===== src/gen3_pcs_pkg.sv =====
// Purpose: Shared constants and types for the Gen3 PCS datapath block.
// Assumes: One 250 MHz clock, APB register access with 32-bit data.
// Notes:   Register offsets are byte addresses, one aligned word each.
package gen3_pcs_pkg;

    // Datapath geometry.
    localparam int unsigned WORD_W         = 32;
    localparam int unsigned HDR_W          = 2;
    localparam logic [5:0]  GAP_FILL       = 6'h20;  // Bits held after sixteen 2-bit shifts.
    localparam logic [5:0]  BLOCK_SHIFT    = 6'h02;
    localparam logic [1:0]  LAST_WORD_IDX  = 2'h3;

    // Ordered set symbols and header seen on the receive side.
    localparam logic [1:0]  SYNC_OS        = 2'h1;
    localparam logic [7:0]  SKP_SYM        = 8'hAA;
    localparam logic [7:0]  SKP_END_SYM    = 8'hE1;
    localparam logic [7:0]  EIOS_SYM       = 8'h66;
    localparam logic [7:0]  EIEOS_SYM0     = 8'h00;
    localparam logic [7:0]  EIEOS_SYM1     = 8'hFF;
    localparam logic [2:0]  SKP_GROUPS_MIN = 3'h1;   // 66-bit set.
    localparam logic [2:0]  SKP_GROUPS_MAX = 3'h5;   // 194-bit set.

    // Register map.
    localparam logic [11:0] CTRL_OFS       = 12'h000;
    localparam logic [11:0] STATUS_OFS     = 12'h004;
    localparam logic [11:0] RMCNT_OFS      = 12'h008;
    localparam int unsigned STS_ERR_BIT    = 4;

    typedef enum logic [1:0] {
        LB_NONE     = 2'b00,
        LB_SERIAL   = 2'b01,
        LB_PRE_REV  = 2'b10,
        LB_POST_REV = 2'b11
    } loopback_type;

    typedef enum logic [1:0] {
        FM_PHASE    = 2'b00,
        FM_REGISTER = 2'b01,
        FM_BASIC    = 2'b10
    } core_fifo_mode_type;

    typedef enum logic [1:0] {
        RATE_GEN1 = 2'b00,
        RATE_GEN2 = 2'b01,
        RATE_GEN3 = 2'b10
    } rate_type;

    typedef enum logic {
        SYNC_HUNT   = 1'b0,
        SYNC_LOCKED = 1'b1
    } sync_state_type;

    localparam loopback_type       LB_RESET    = LB_NONE;
    localparam core_fifo_mode_type FMODE_RESET = FM_PHASE;
    localparam rate_type           RATE_RESET  = RATE_GEN1;

    // APB request from the master.
    typedef struct packed {
        logic        psel;
        logic        penable;
        logic        pwrite;
        logic [11:0] paddr;
        logic [31:0] pwdata;
    } apb_req_type;

endpackage


===== src/gen3_pcs_datapath.sv =====
// Purpose: Gen3 128b/130b PCS datapath: transmit gearbox, block sync,
//          rate match, rate follow, CDR control and loopback selection.
// Assumes: Every input is synchronous to sys_clk_i; the MAC leaves a gap.
// Notes:   Serial loopback muxes act on single recovered or serial bits.
// Contract
// [RL1] Gearbox turns 130-bit blocks into 32-bit words.
// [RL2] Block arrives as 34, 32, 32, 32 bits.
// [RL3] First word trimmed; later words merge leftovers.
// [RL4] Two-bit shift per block; sixteen give extra word.
// [RL5] MAC drops valid one cycle per sixteen blocks.
// [RL6] Transmit PCS FIFO is phase compensation only.
// [RL7] Core FIFO modes: phase, register, basic.
// [RL8] Sync finds boundary via EIEOS, FTS or SKP; code matches EIEOS and SKP only.
// [RL9] Accept SKP lengths 66..194; realign after each.
// [RL10] SKP fixed part: header, END, LFSR.
// [RL11] Rate match works in four-SKP 32-bit units.
// [RL12] Nearly full: drop SKP word from writes.
// [RL13] Nearly empty: at SKP, pause reads, insert.
// [RL14] Receive core FIFO in phase compensation mode.
// [RL15] Follow MAC rate request: Gen1, Gen2, Gen3.
// [RL16] EIOS forces reference lock; idle exit data lock. Code does this at Gen3 only.
// [RL17] Serial loopback feeds CDR from serializer.
// [RL18] Post-CDR reverse sends recovered data out.
// [RL19] Zero pre-emphasis taps before pre-CDR reverse; code has no taps.
// [RL20] Four exclusive loopback settings, one active.
// [RL21] Gap cycle outputs extra word, resets shift.
`timescale 1ns/100ps
module gen3_pcs_datapath
    import gen3_pcs_pkg::*;
#(
    parameter int unsigned DEPTH      = 8,
    parameter int unsigned NEAR_EMPTY = 2,
    parameter int unsigned NEAR_FULL  = 6
) (
    input  wire logic        sys_clk_i,
    input  wire logic        reset_n_i,
    input  wire apb_req_type apb_i,
    output logic [31:0]      prdata_o,
    output logic             pready_o,
    output logic             pslverr_o,
    input  wire logic [1:0]  pipe_rate_i,
    input  wire logic [31:0] tx_data_i,
    input  wire logic [1:0]  tx_sync_hdr_i,
    input  wire logic        tx_data_valid_i,
    output logic [31:0]      tx_pma_data_o,
    output logic             tx_pma_valid_o,
    input  wire logic [31:0] rx_pma_data_i,
    input  wire logic        rx_pma_valid_i,
    input  wire logic        rx_elec_idle_i,
    output logic [31:0]      rx_data_o,
    output logic             rx_valid_o,
    output logic             rx_locked_o,
    output logic [1:0]       rate_o,
    output logic             cdr_lock_to_ref_o,
    input  wire logic        ser_bit_i,
    input  wire logic        rx_pin_i,
    input  wire logic        cdr_bit_i,
    output logic             cdr_in_o,
    output logic             tx_buf_o
);

    localparam int unsigned AW = $clog2(DEPTH);

    typedef struct packed {
        logic [63:0]             acc;
        logic [5:0]              fill;
        logic [1:0]              widx;
        logic [31:0]             gb_word;
        logic                    gb_v;
        logic [31:0]             tx_s1;
        logic                    tx_s1v;
        logic [31:0]             tx_s2;
        logic                    tx_s2v;
        logic [31:0]             prev1;
        logic [31:0]             prev2;
        sync_state_type          sync;
        logic [5:0]              ofs;
        logic [2:0]              skp_groups;
        logic                    skp_err;
        logic [DEPTH-1:0][32:0]  mem;
        logic [AW-1:0]           wp;
        logic [AW-1:0]           rp;
        logic [AW:0]             cnt;
        logic                    inserted;
        logic [31:0]             rm_word;
        logic                    rm_v;
        logic [31:0]             rx_word;
        logic                    rx_v;
        rate_type                rate;
        logic                    ltr;
        logic                    idle_d;
        loopback_type            lb;
        core_fifo_mode_type      fmode;
        logic [15:0]             ins_cnt;
        logic [15:0]             drop_cnt;
        logic [31:0]             prdata;
    } state_type;

    state_type st_reg;
    state_type st_next;

    // Address decode shared by the read capture and the write path.
    // Bit 2 flags a mapped address; a plain return keeps it usable in an assign.
    function automatic logic [2:0] reg_index(input logic [11:0] addr);
        case (addr)
            CTRL_OFS:   reg_index = 3'h4;
            STATUS_OFS: reg_index = 3'h5;
            RMCNT_OFS:  reg_index = 3'h6;
            default:    reg_index = 3'h0;
        endcase
    endfunction

    // Lowest bit position that holds a boundary candidate.
    function automatic logic [4:0] first_index(input logic [31:0] v);
        first_index = 5'h00;
        for (int i = 31; i >= 0; i--) begin
            if (v[i]) begin
                first_index = 5'(i);
            end
        end
    endfunction

    // Receive search window over the two previous words and the new one.
    logic [95:0] win;
    logic [31:0] os_hit;
    logic        any_hit;
    logic [5:0]  hit_ofs;
    logic [5:0]  cur_ofs;
    logic [31:0] aligned;
    assign win = {rx_pma_data_i, st_reg.prev1, st_reg.prev2};

    // Each of the 32 bit positions of the oldest word is checked in parallel for an ordered set start.
    genvar k;
    generate
        for (k = 0; k < 32; k++) begin : g_search
            assign os_hit[k] = (win[k +: 2] == SYNC_OS) &&                              // [RL8]
                               ((win[k + 2 +: 8] == SKP_SYM) ||
                                ((win[k + 2 +: 8] == EIEOS_SYM0) &&
                                 (win[k + 10 +: 8] == EIEOS_SYM1)));
        end
    endgenerate

    assign any_hit = rx_pma_valid_i && (|os_hit);
    assign hit_ofs = {1'b0, first_index(os_hit)} + 6'h02;
    assign cur_ofs = any_hit ? hit_ofs : st_reg.ofs;  // Realign in the hit cycle, losing no word.
    assign aligned = win[cur_ofs +: 32];

    // Rate match and sync decisions used by the state update and checks.
    logic        locked;
    logic        word_skp;
    logic        word_end;
    logic        wr_req;
    logic        drop;
    logic        head_skp;
    logic        insert;
    logic        rd;
    assign locked   = (st_reg.sync == SYNC_LOCKED);
    assign word_skp = (aligned == {4{SKP_SYM}});                                        // [RL11]
    assign word_end = (aligned[7:0] == SKP_END_SYM);
    assign wr_req   = (locked || any_hit) && rx_pma_valid_i;
    assign drop     = wr_req && word_skp && (st_reg.cnt >= (AW+1)'(NEAR_FULL));         // [RL12]
    assign head_skp = st_reg.mem[st_reg.rp][32];
    assign insert   = (st_reg.cnt != '0) && (st_reg.cnt <= (AW+1)'(NEAR_EMPTY)) &&
                      head_skp && !st_reg.inserted;                                     // [RL13]
    assign rd       = (st_reg.cnt != '0) && !insert;

    logic        apb_setup;
    logic        apb_access;
    logic        rd_hit;
    logic        wr_hit;
    logic [1:0]  rd_idx;
    logic [1:0]  wr_idx;
    assign apb_setup  = apb_i.psel && !apb_i.penable;
    assign apb_access = apb_i.psel && apb_i.penable;
    assign {rd_hit, rd_idx} = reg_index(apb_i.paddr);
    assign {wr_hit, wr_idx} = reg_index(apb_i.paddr);

    // Next-state logic for the whole block.
    always_comb begin
        logic [63:0] push;
        logic [63:0] tmp;
        logic        err_set;
        push    = '0;
        tmp     = '0;
        err_set = 1'b0;
        st_next = st_reg;

        // Transmit gearbox: header rides in the low bits of the first word.
        st_next.gb_v = 1'b0;
        if (tx_data_valid_i) begin
            if (st_reg.widx == 2'h0) begin
                push = {30'h0, tx_data_i, tx_sync_hdr_i};                               // [RL2]
            end else begin
                push = {32'h0, tx_data_i};
            end
            tmp             = st_reg.acc | (push << st_reg.fill);                       // [RL3]
            st_next.gb_word = tmp[31:0];                                                // [RL1]
            st_next.gb_v    = 1'b1;
            st_next.acc     = tmp >> 32;
            st_next.widx    = st_reg.widx + 2'h1;
            if (st_reg.widx == 2'h0) begin
                st_next.fill = st_reg.fill + BLOCK_SHIFT;                               // [RL4]
            end
        end else if (st_reg.fill == GAP_FILL) begin
            // The gap drains the whole extra word and restarts alignment.
            st_next.gb_word = st_reg.acc[31:0];                                         // [RL21]
            st_next.gb_v    = 1'b1;
            st_next.acc     = '0;
            st_next.fill    = '0;
            st_next.widx    = 2'h0;
        end

        // Fixed PCS stage, then an optional core stage chosen by mode.
        st_next.tx_s1  = st_reg.gb_v ? st_reg.gb_word : st_reg.tx_s1;                   // [RL6]
        st_next.tx_s1v = st_reg.gb_v;
        st_next.tx_s2  = st_reg.tx_s1;                                                  // [RL7]
        st_next.tx_s2v = st_reg.tx_s1v;

        // Block synchronizer: realign on every boundary candidate.
        if (rx_pma_valid_i) begin
            st_next.prev2 = st_reg.prev1;
            st_next.prev1 = rx_pma_data_i;
        end
        if (any_hit) begin
            st_next.sync       = SYNC_LOCKED;                                           // [RL9]
            st_next.ofs        = hit_ofs;
            st_next.skp_groups = {2'h0, word_skp};
        end else if (wr_req) begin
            if (word_skp) begin
                st_next.skp_groups = st_reg.skp_groups + 3'h1;
            end else if (word_end && (st_reg.skp_groups != '0)) begin
                // END symbol then 24 LFSR bits close the fixed 34-bit part.
                err_set = (st_reg.skp_groups < SKP_GROUPS_MIN) ||
                          (st_reg.skp_groups > SKP_GROUPS_MAX);                         // [RL10]
                st_next.skp_groups = '0;
            end
        end

        // Rate match FIFO with SKP drop and insert.
        if (wr_req && !drop) begin
            st_next.mem[st_reg.wp] = {word_skp, aligned};
            st_next.wp = st_reg.wp + AW'(1);
        end
        if (drop) begin
            st_next.drop_cnt = st_reg.drop_cnt + 16'h0001;
        end
        st_next.rm_v = rd || insert;
        if (insert) begin
            st_next.rm_word  = {4{SKP_SYM}};
            st_next.inserted = 1'b1;
            st_next.ins_cnt  = st_reg.ins_cnt + 16'h0001;
        end else if (rd) begin
            st_next.rm_word = st_reg.mem[st_reg.rp][31:0];
            st_next.rp      = st_reg.rp + AW'(1);
            if (!head_skp) begin
                st_next.inserted = 1'b0;
            end
        end
        st_next.cnt = st_reg.cnt + (AW+1)'(wr_req && !drop) - (AW+1)'(rd);

        // Receive core stage toward the fabric.
        st_next.rx_word = st_reg.rm_v ? st_reg.rm_word : st_reg.rx_word;                // [RL14]
        st_next.rx_v    = st_reg.rm_v;

        // Rate follows any legal request from the MAC.
        if (pipe_rate_i != 2'b11) begin
            st_next.rate = rate_type'(pipe_rate_i);                                     // [RL15]
        end

        // CDR control for fast L0s exit, Gen3 only.
        st_next.idle_d = rx_elec_idle_i;
        if (st_reg.rate != RATE_GEN3) begin
            st_next.ltr = 1'b0;
        end else if (wr_req && (aligned == {4{EIOS_SYM}})) begin
            st_next.ltr = 1'b1;                                                         // [RL16]
        end else if (st_reg.idle_d && !rx_elec_idle_i) begin
            st_next.ltr = 1'b0;                                                         // [RL16]
        end

        // APB: read data captured in setup, writes land in access.
        if (apb_setup) begin
            case (rd_idx)
                2'h0:    st_next.prdata = {28'h0, st_reg.fmode, st_reg.lb};
                2'h1:    st_next.prdata = {27'h0, st_reg.skp_err, st_reg.ltr,
                                           locked, st_reg.rate};
                default: st_next.prdata = {st_reg.drop_cnt, st_reg.ins_cnt};
            endcase
            if (!rd_hit) begin
                st_next.prdata = '0;
            end
        end
        if (apb_access && apb_i.pwrite && wr_hit) begin
            if (wr_idx == 2'h0) begin
                st_next.lb    = loopback_type'(apb_i.pwdata[1:0]);                      // [RL20]
                st_next.fmode = (apb_i.pwdata[3:2] == 2'b11) ? st_reg.fmode :
                                core_fifo_mode_type'(apb_i.pwdata[3:2]);
            end else if (wr_idx == 2'h1 && apb_i.pwdata[STS_ERR_BIT]) begin
                st_next.skp_err = 1'b0;
            end
        end
        // A length error in the clearing cycle still sets the flag.
        if (err_set) begin
            st_next.skp_err = 1'b1;
        end

        if (!reset_n_i) begin
            st_next       = '0;
            st_next.sync  = SYNC_HUNT;
            st_next.rate  = RATE_RESET;
            st_next.lb    = LB_RESET;
            st_next.fmode = FMODE_RESET;
        end
    end

    // Single state register; reset is folded into the next value.
    always_ff @(posedge sys_clk_i) begin
        st_reg <= st_next;
    end

    // Outputs.
    assign prdata_o          = st_reg.prdata;
    assign pready_o          = 1'b1;
    assign pslverr_o         = apb_access && !wr_hit;
    assign tx_pma_data_o     = (st_reg.fmode == FM_REGISTER) ? st_reg.tx_s1 : st_reg.tx_s2;
    assign tx_pma_valid_o    = (st_reg.fmode == FM_REGISTER) ? st_reg.tx_s1v : st_reg.tx_s2v;
    assign rx_data_o         = st_reg.rx_word;
    assign rx_valid_o        = st_reg.rx_v;
    assign rx_locked_o       = locked;
    assign rate_o            = st_reg.rate;
    assign cdr_lock_to_ref_o = st_reg.ltr;

    // Loopback muxes; the transmit buffer keeps sending in serial mode.
    assign cdr_in_o = (st_reg.lb == LB_SERIAL) ? ser_bit_i : rx_pin_i;                  // [RL17]
    assign tx_buf_o = (st_reg.lb == LB_POST_REV) ? cdr_bit_i :                          // [RL18]
                      (st_reg.lb == LB_PRE_REV)  ? rx_pin_i : ser_bit_i;
endmodule


===== config.mk =====
export PLATFORM = sky130hd
export DESIGN_NAME = gen3_pcs_datapath
export DESIGN_NICKNAME = d
export VERILOG_FILES = /design/src/gen3_pcs_pkg.sv /design/src/gen3_pcs_datapath.sv
export SDC_FILE = /design/constraint.sdc
export NUM_CORES = 2
export LEC_CHECK = 0
export ABC_AREA = 1
export BUFFER_PORTS_ARGS = -buffer_cell sky130_fd_sc_hd__buf_2
export CORE_MARGIN = 2
export CORE_UTILIZATION = 30
export CTS_CLUSTER_SIZE = 30
export DETAILED_ROUTE_END_ITERATION = 7
export MAX_ROUTING_LAYER = met4
export PLACE_DENSITY_LB_ADDON = 0.12
export SETUP_SLACK_MARGIN = 0.15
export SLEW_MARGIN = 30
export SYNTH_ARGS = -nofsm -noshare
export SYNTH_HDL_FRONTEND = slang
export SYNTH_SLANG_ARGS = --single-unit
export TNS_END_PERCENT = 20

===== constraint.sdc =====
create_clock -name sys_clk_i -period 12.6 [get_ports sys_clk_i]
set_clock_uncertainty 0.2 [all_clocks]
set_input_delay 0.63 -clock sys_clk_i [delete_from_list [all_inputs] [get_ports sys_clk_i]]
set_output_delay 0.63 -clock sys_clk_i [all_outputs]
set_load 0.01 [all_outputs]

==> summary.md <==
| Metric | Value |
|---|---|
| Status | complete, no violations |
| Final HPWL DP | 91600 um |
| Die ar. | 0.125 sq mm |
| Gr usage total | 22.1% |
| Clock share of power | 38.9% |
| Die Ht | 354 um |
| First-pass GRT wire length | 213000 um |
| Global routing usage on met1 | 29.5% |
| Psw | 0.00209 W |
| P per Cell Area | 148 mW/mm^2 |
| EDFF count, synth | 0 |
| Final antenna-violating net count | 0 |
| Slew HR | 30.6% |
| Syn. warnings | 0 |
| Worst-skew pair later-pin latency | 0.65 ns |
| CTS tree | yes |
| Xor and xnor area share after synthesis | 0.453% |
| Worst path required time | 12.93 ns |
| Post-synthesis mux area share | 1.81% |
| Postcts setup bufs | 0 |
| Largest family of logic cells by synthesized area | simple AND/OR/NAND/NOR gates |
| Post-synth top area share | 34.1% |
| Vias in the first global route | 34838 |
| Count leader, synth | nand2_1 |
| Die X-Extent | 354 um |
| Synth Cell Area | 0.0368 sq mm |
| Yosys top cell by area | dfxtp_1 |
| Layout cells sized above 1 | 8.15% |
| Synth cell count leaders | nand2_1, nand3_1, nor2_1 |
| Area of the core | 0.122 sq mm |
| Worst Path Arrival | 9.89 ns |
| CTS sink cnt | 626 |
| Routed len/inst | 18.6 um |
| Measured slew at the worst slew-check pin | 1.04 ns |
| Vias | 37670 |
| Critical Path Start Type | flop |
| Critical Path Slowest Stage Cell | buf_4 |
| Gate Count Post-Synth | 5896 |
| NumNets Final | 5905 |
| GRT met3 Usage | 2.96% |
| Busiest layer in global routing | met2 |
| Root buffer cell | clkbuf_16 |
| CP endpoint | st_reg[326]$_SDFFE_PN0P_ |
| Site row count | 128 |
| Post-synth net total | 6037 |
| Gp weighted congestion | 0.938 |
| Max-cap check violation count | 0 |
| Final Hold Fails | 0 |
| # port buffers | 200 |
| Post-Syn Area per Cell | 6.23 sq um |
| Largest net degree at the start of global routing | 190 |
| Ys flop type | dfxtp_1 |
| Final setup TNS | 0 ns |
| Register area share after synthesis | 34.1% |
| Switching Share | 34.8% |
| Final period util | 75.9% |
| R2R setup slack | 3.04 ns |
| Final setup fails | 0 |
| Multi-input logic area | 0.0198 sq mm |
| Register area | 0.0125 sq mm |
| Initial antenna violation count | 1 |
| First-pass iteration count of the detailed router | 6 |
| Final slew viol count | 0 |
| Crit path largest cell delay | 0.79 ns |
| Critical path capture point type | flop |
| Max reg flops | 557 |
| RSZ-0062 raised after global routing | no |
| Internal power | 0.00392 W |
| Grt ovf | 0 |
| Max Fclk | 105 MHz |
| Met2 usage | 34.9% |
| Simple-gate share of the synthesized area | 37.3% |
| Initial Util | 30.2% |
| Tmin final | 9.56 ns |
| Ys async rst share | 0% |
| Clock Tree Buf Depth | 3 |
| Sequential Power Share | 36.8% |
| I/O Pins | 229 |
| Synth top area cells | dfxtp_1, nand2_1, nand3_1 |
| Drt via density | 5.06 |
| H-tree depth | 3 |
| Seq cells post-synth | 626 |
| Remaining DRCs | 0 |
| Compound-Gate Fraction of Synth Area | 13.4% |
| Clock slew at reported path FFs | 0.06 ns |
| Synth Area in Adders | 0.633% |
| Hold crit path type | input port to flop |
| Total CTS buffers | 78 |
| Synth-to-Final Area Change | 10.8% |
| IR drop worst, VDD | 0.000136 V |
| DR iter-0 viols | 3371 |
| Yosys cell types | 59 |
| Fin Hold WS | 0.0554 ns |
| Setup CP Type | flop to flop |
| Reg2reg path depth | 30 |
| P_leak | 18.9 nW |
| Crit Path Max Fanout | 80 |
| Worst r2r src | st_reg[454]$_SDFFE_PN0P_ |
| Reg2Reg Capture Point | st_reg[326]$_SDFFE_PN0P_ |
| Start point of the critical path | st_reg[454]$_SDFFE_PN0P_ |
| Fillers | 13671 |
| Routed WL | 139000 um |
| Combinational share of power | 24.3% |
## placed cells by master (no fill, tap or decap), types with 16 or more instances in the layout
cell type	n
a21oi_1	318
a31oi_1	42
buf_2	199
buf_4	56
clkbuf_1	18
clkbuf_16	81
clkbuf_8	16
dfxtp_1	624
ha_1	16
inv_1	546
mux2_2	36
mux2i_1	26
nand2_1	1333
nand3_1	842
nand4_1	135
nor2_1	783
nor3_1	58
o211ai_1	23
o21ai_0	412
o22ai_1	37
## critical path, delay by kind of cell (launching register included)
| kind | cells | cell delay [ns] |
|---|---|---|
| buf+inv | 5 | 2.50 |
| compound gates | 2 | 0.29 |
| flops | 1 | 0.61 |
| simple gates | 23 | 5.64 |
## worst min-delay path by stage
| stage | start | end | slack [ns] | depth (start not counted) |
|---|---|---|---|---|
| floorplan | st_reg[521]$_SDFF_PN0_ | st_reg[488]$_SDFF_PN0_ | 0.20 | 2 |
| global placement | st_reg[521]$_SDFF_PN0_ | st_reg[488]$_SDFF_PN0_ | 0.21 | 2 |
| detailed placement | st_reg[521]$_SDFF_PN0_ | st_reg[488]$_SDFF_PN0_ | 0.22 | 2 |
| CTS | apb_i[0] | st_reg[66]$_SDFFE_PN0P_ | 0.009 | 3 |
| global route | apb_i[0] | st_reg[66]$_SDFFE_PN0P_ | 0.05 | 3 |
| finish | apb_i[0] | st_reg[66]$_SDFFE_PN0P_ | 0.06 | 3 |
## repair_timing
action	CTS	global route
gates resized for setup	0	0
hold endpoints to repair	4	0
hold buffers	4	0
## metal layers
metal / up-vias / part of all wire, % / routed length [um]
met5: - / 0 / 0
li1: 18925 / - / -
met3: 185 / 5.3 / 7340
met2: 1008 / 46 / 63100
met4: 0 / 2.5 / 3530
met1: 17552 / 47 / 64700
## area by class of cell
class | count | area share, %
clock inverter | 20 | 0.790
clock buffer | 115 | 5.68
sequential | 626 | 30.8
inverter | 574 | 5.31
timing repair buffer | 265 | 3.81
multi-input combinational | 4219 | 48.6
tap | 1625 | 4.99
antenna | 2 | 0.0123
## cell families (layout without fill, tap and decap cells)
logic type | count (synthesis) | in the layout
AOI/OAI and AO/OA | 905 | 905
adders and majority gates | 18 | 18
DFF | 626 | 626
muxes | 62 | 62
xor gates and xnor gates | 19 | 19
and+or+nand+nor | 3214 | 3214
other | 1 | 3
buffers and inverters | 1051 | 974
## power groups by stage
stage / clock, W / combinational, W / sequential (W)
CTS: 0.00241 / 0.00148 / 0.00221
global placement: 0 / 0.00147 / 0.00225
global route: 0.00248 / 0.00163 / 0.00222
finish: 0.00234 / 0.00146 / 0.00221
detailed placement: 0 / 0.00147 / 0.00225
floorplan: 0 / 0.000991 / 0.00220
## per-stage QoR
stage,setup slack [ns],area [sq um],total power [W],util [%],std cells
after CTS,3.14,40700,0.00609,33.4,7443
after floorplan,7.14,36800,0.00319,-,5896
after detailed placement,3.17,38000,0.00372,31.2,7304
after global placement,3.14,38000,0.00372,31.2,7304
after global routing,2.28,40700,0.00633,33.5,7445
final,3.04,40700,0.00601,33.5,7446
Note: power is estimated with default switching activity, not from simulation.
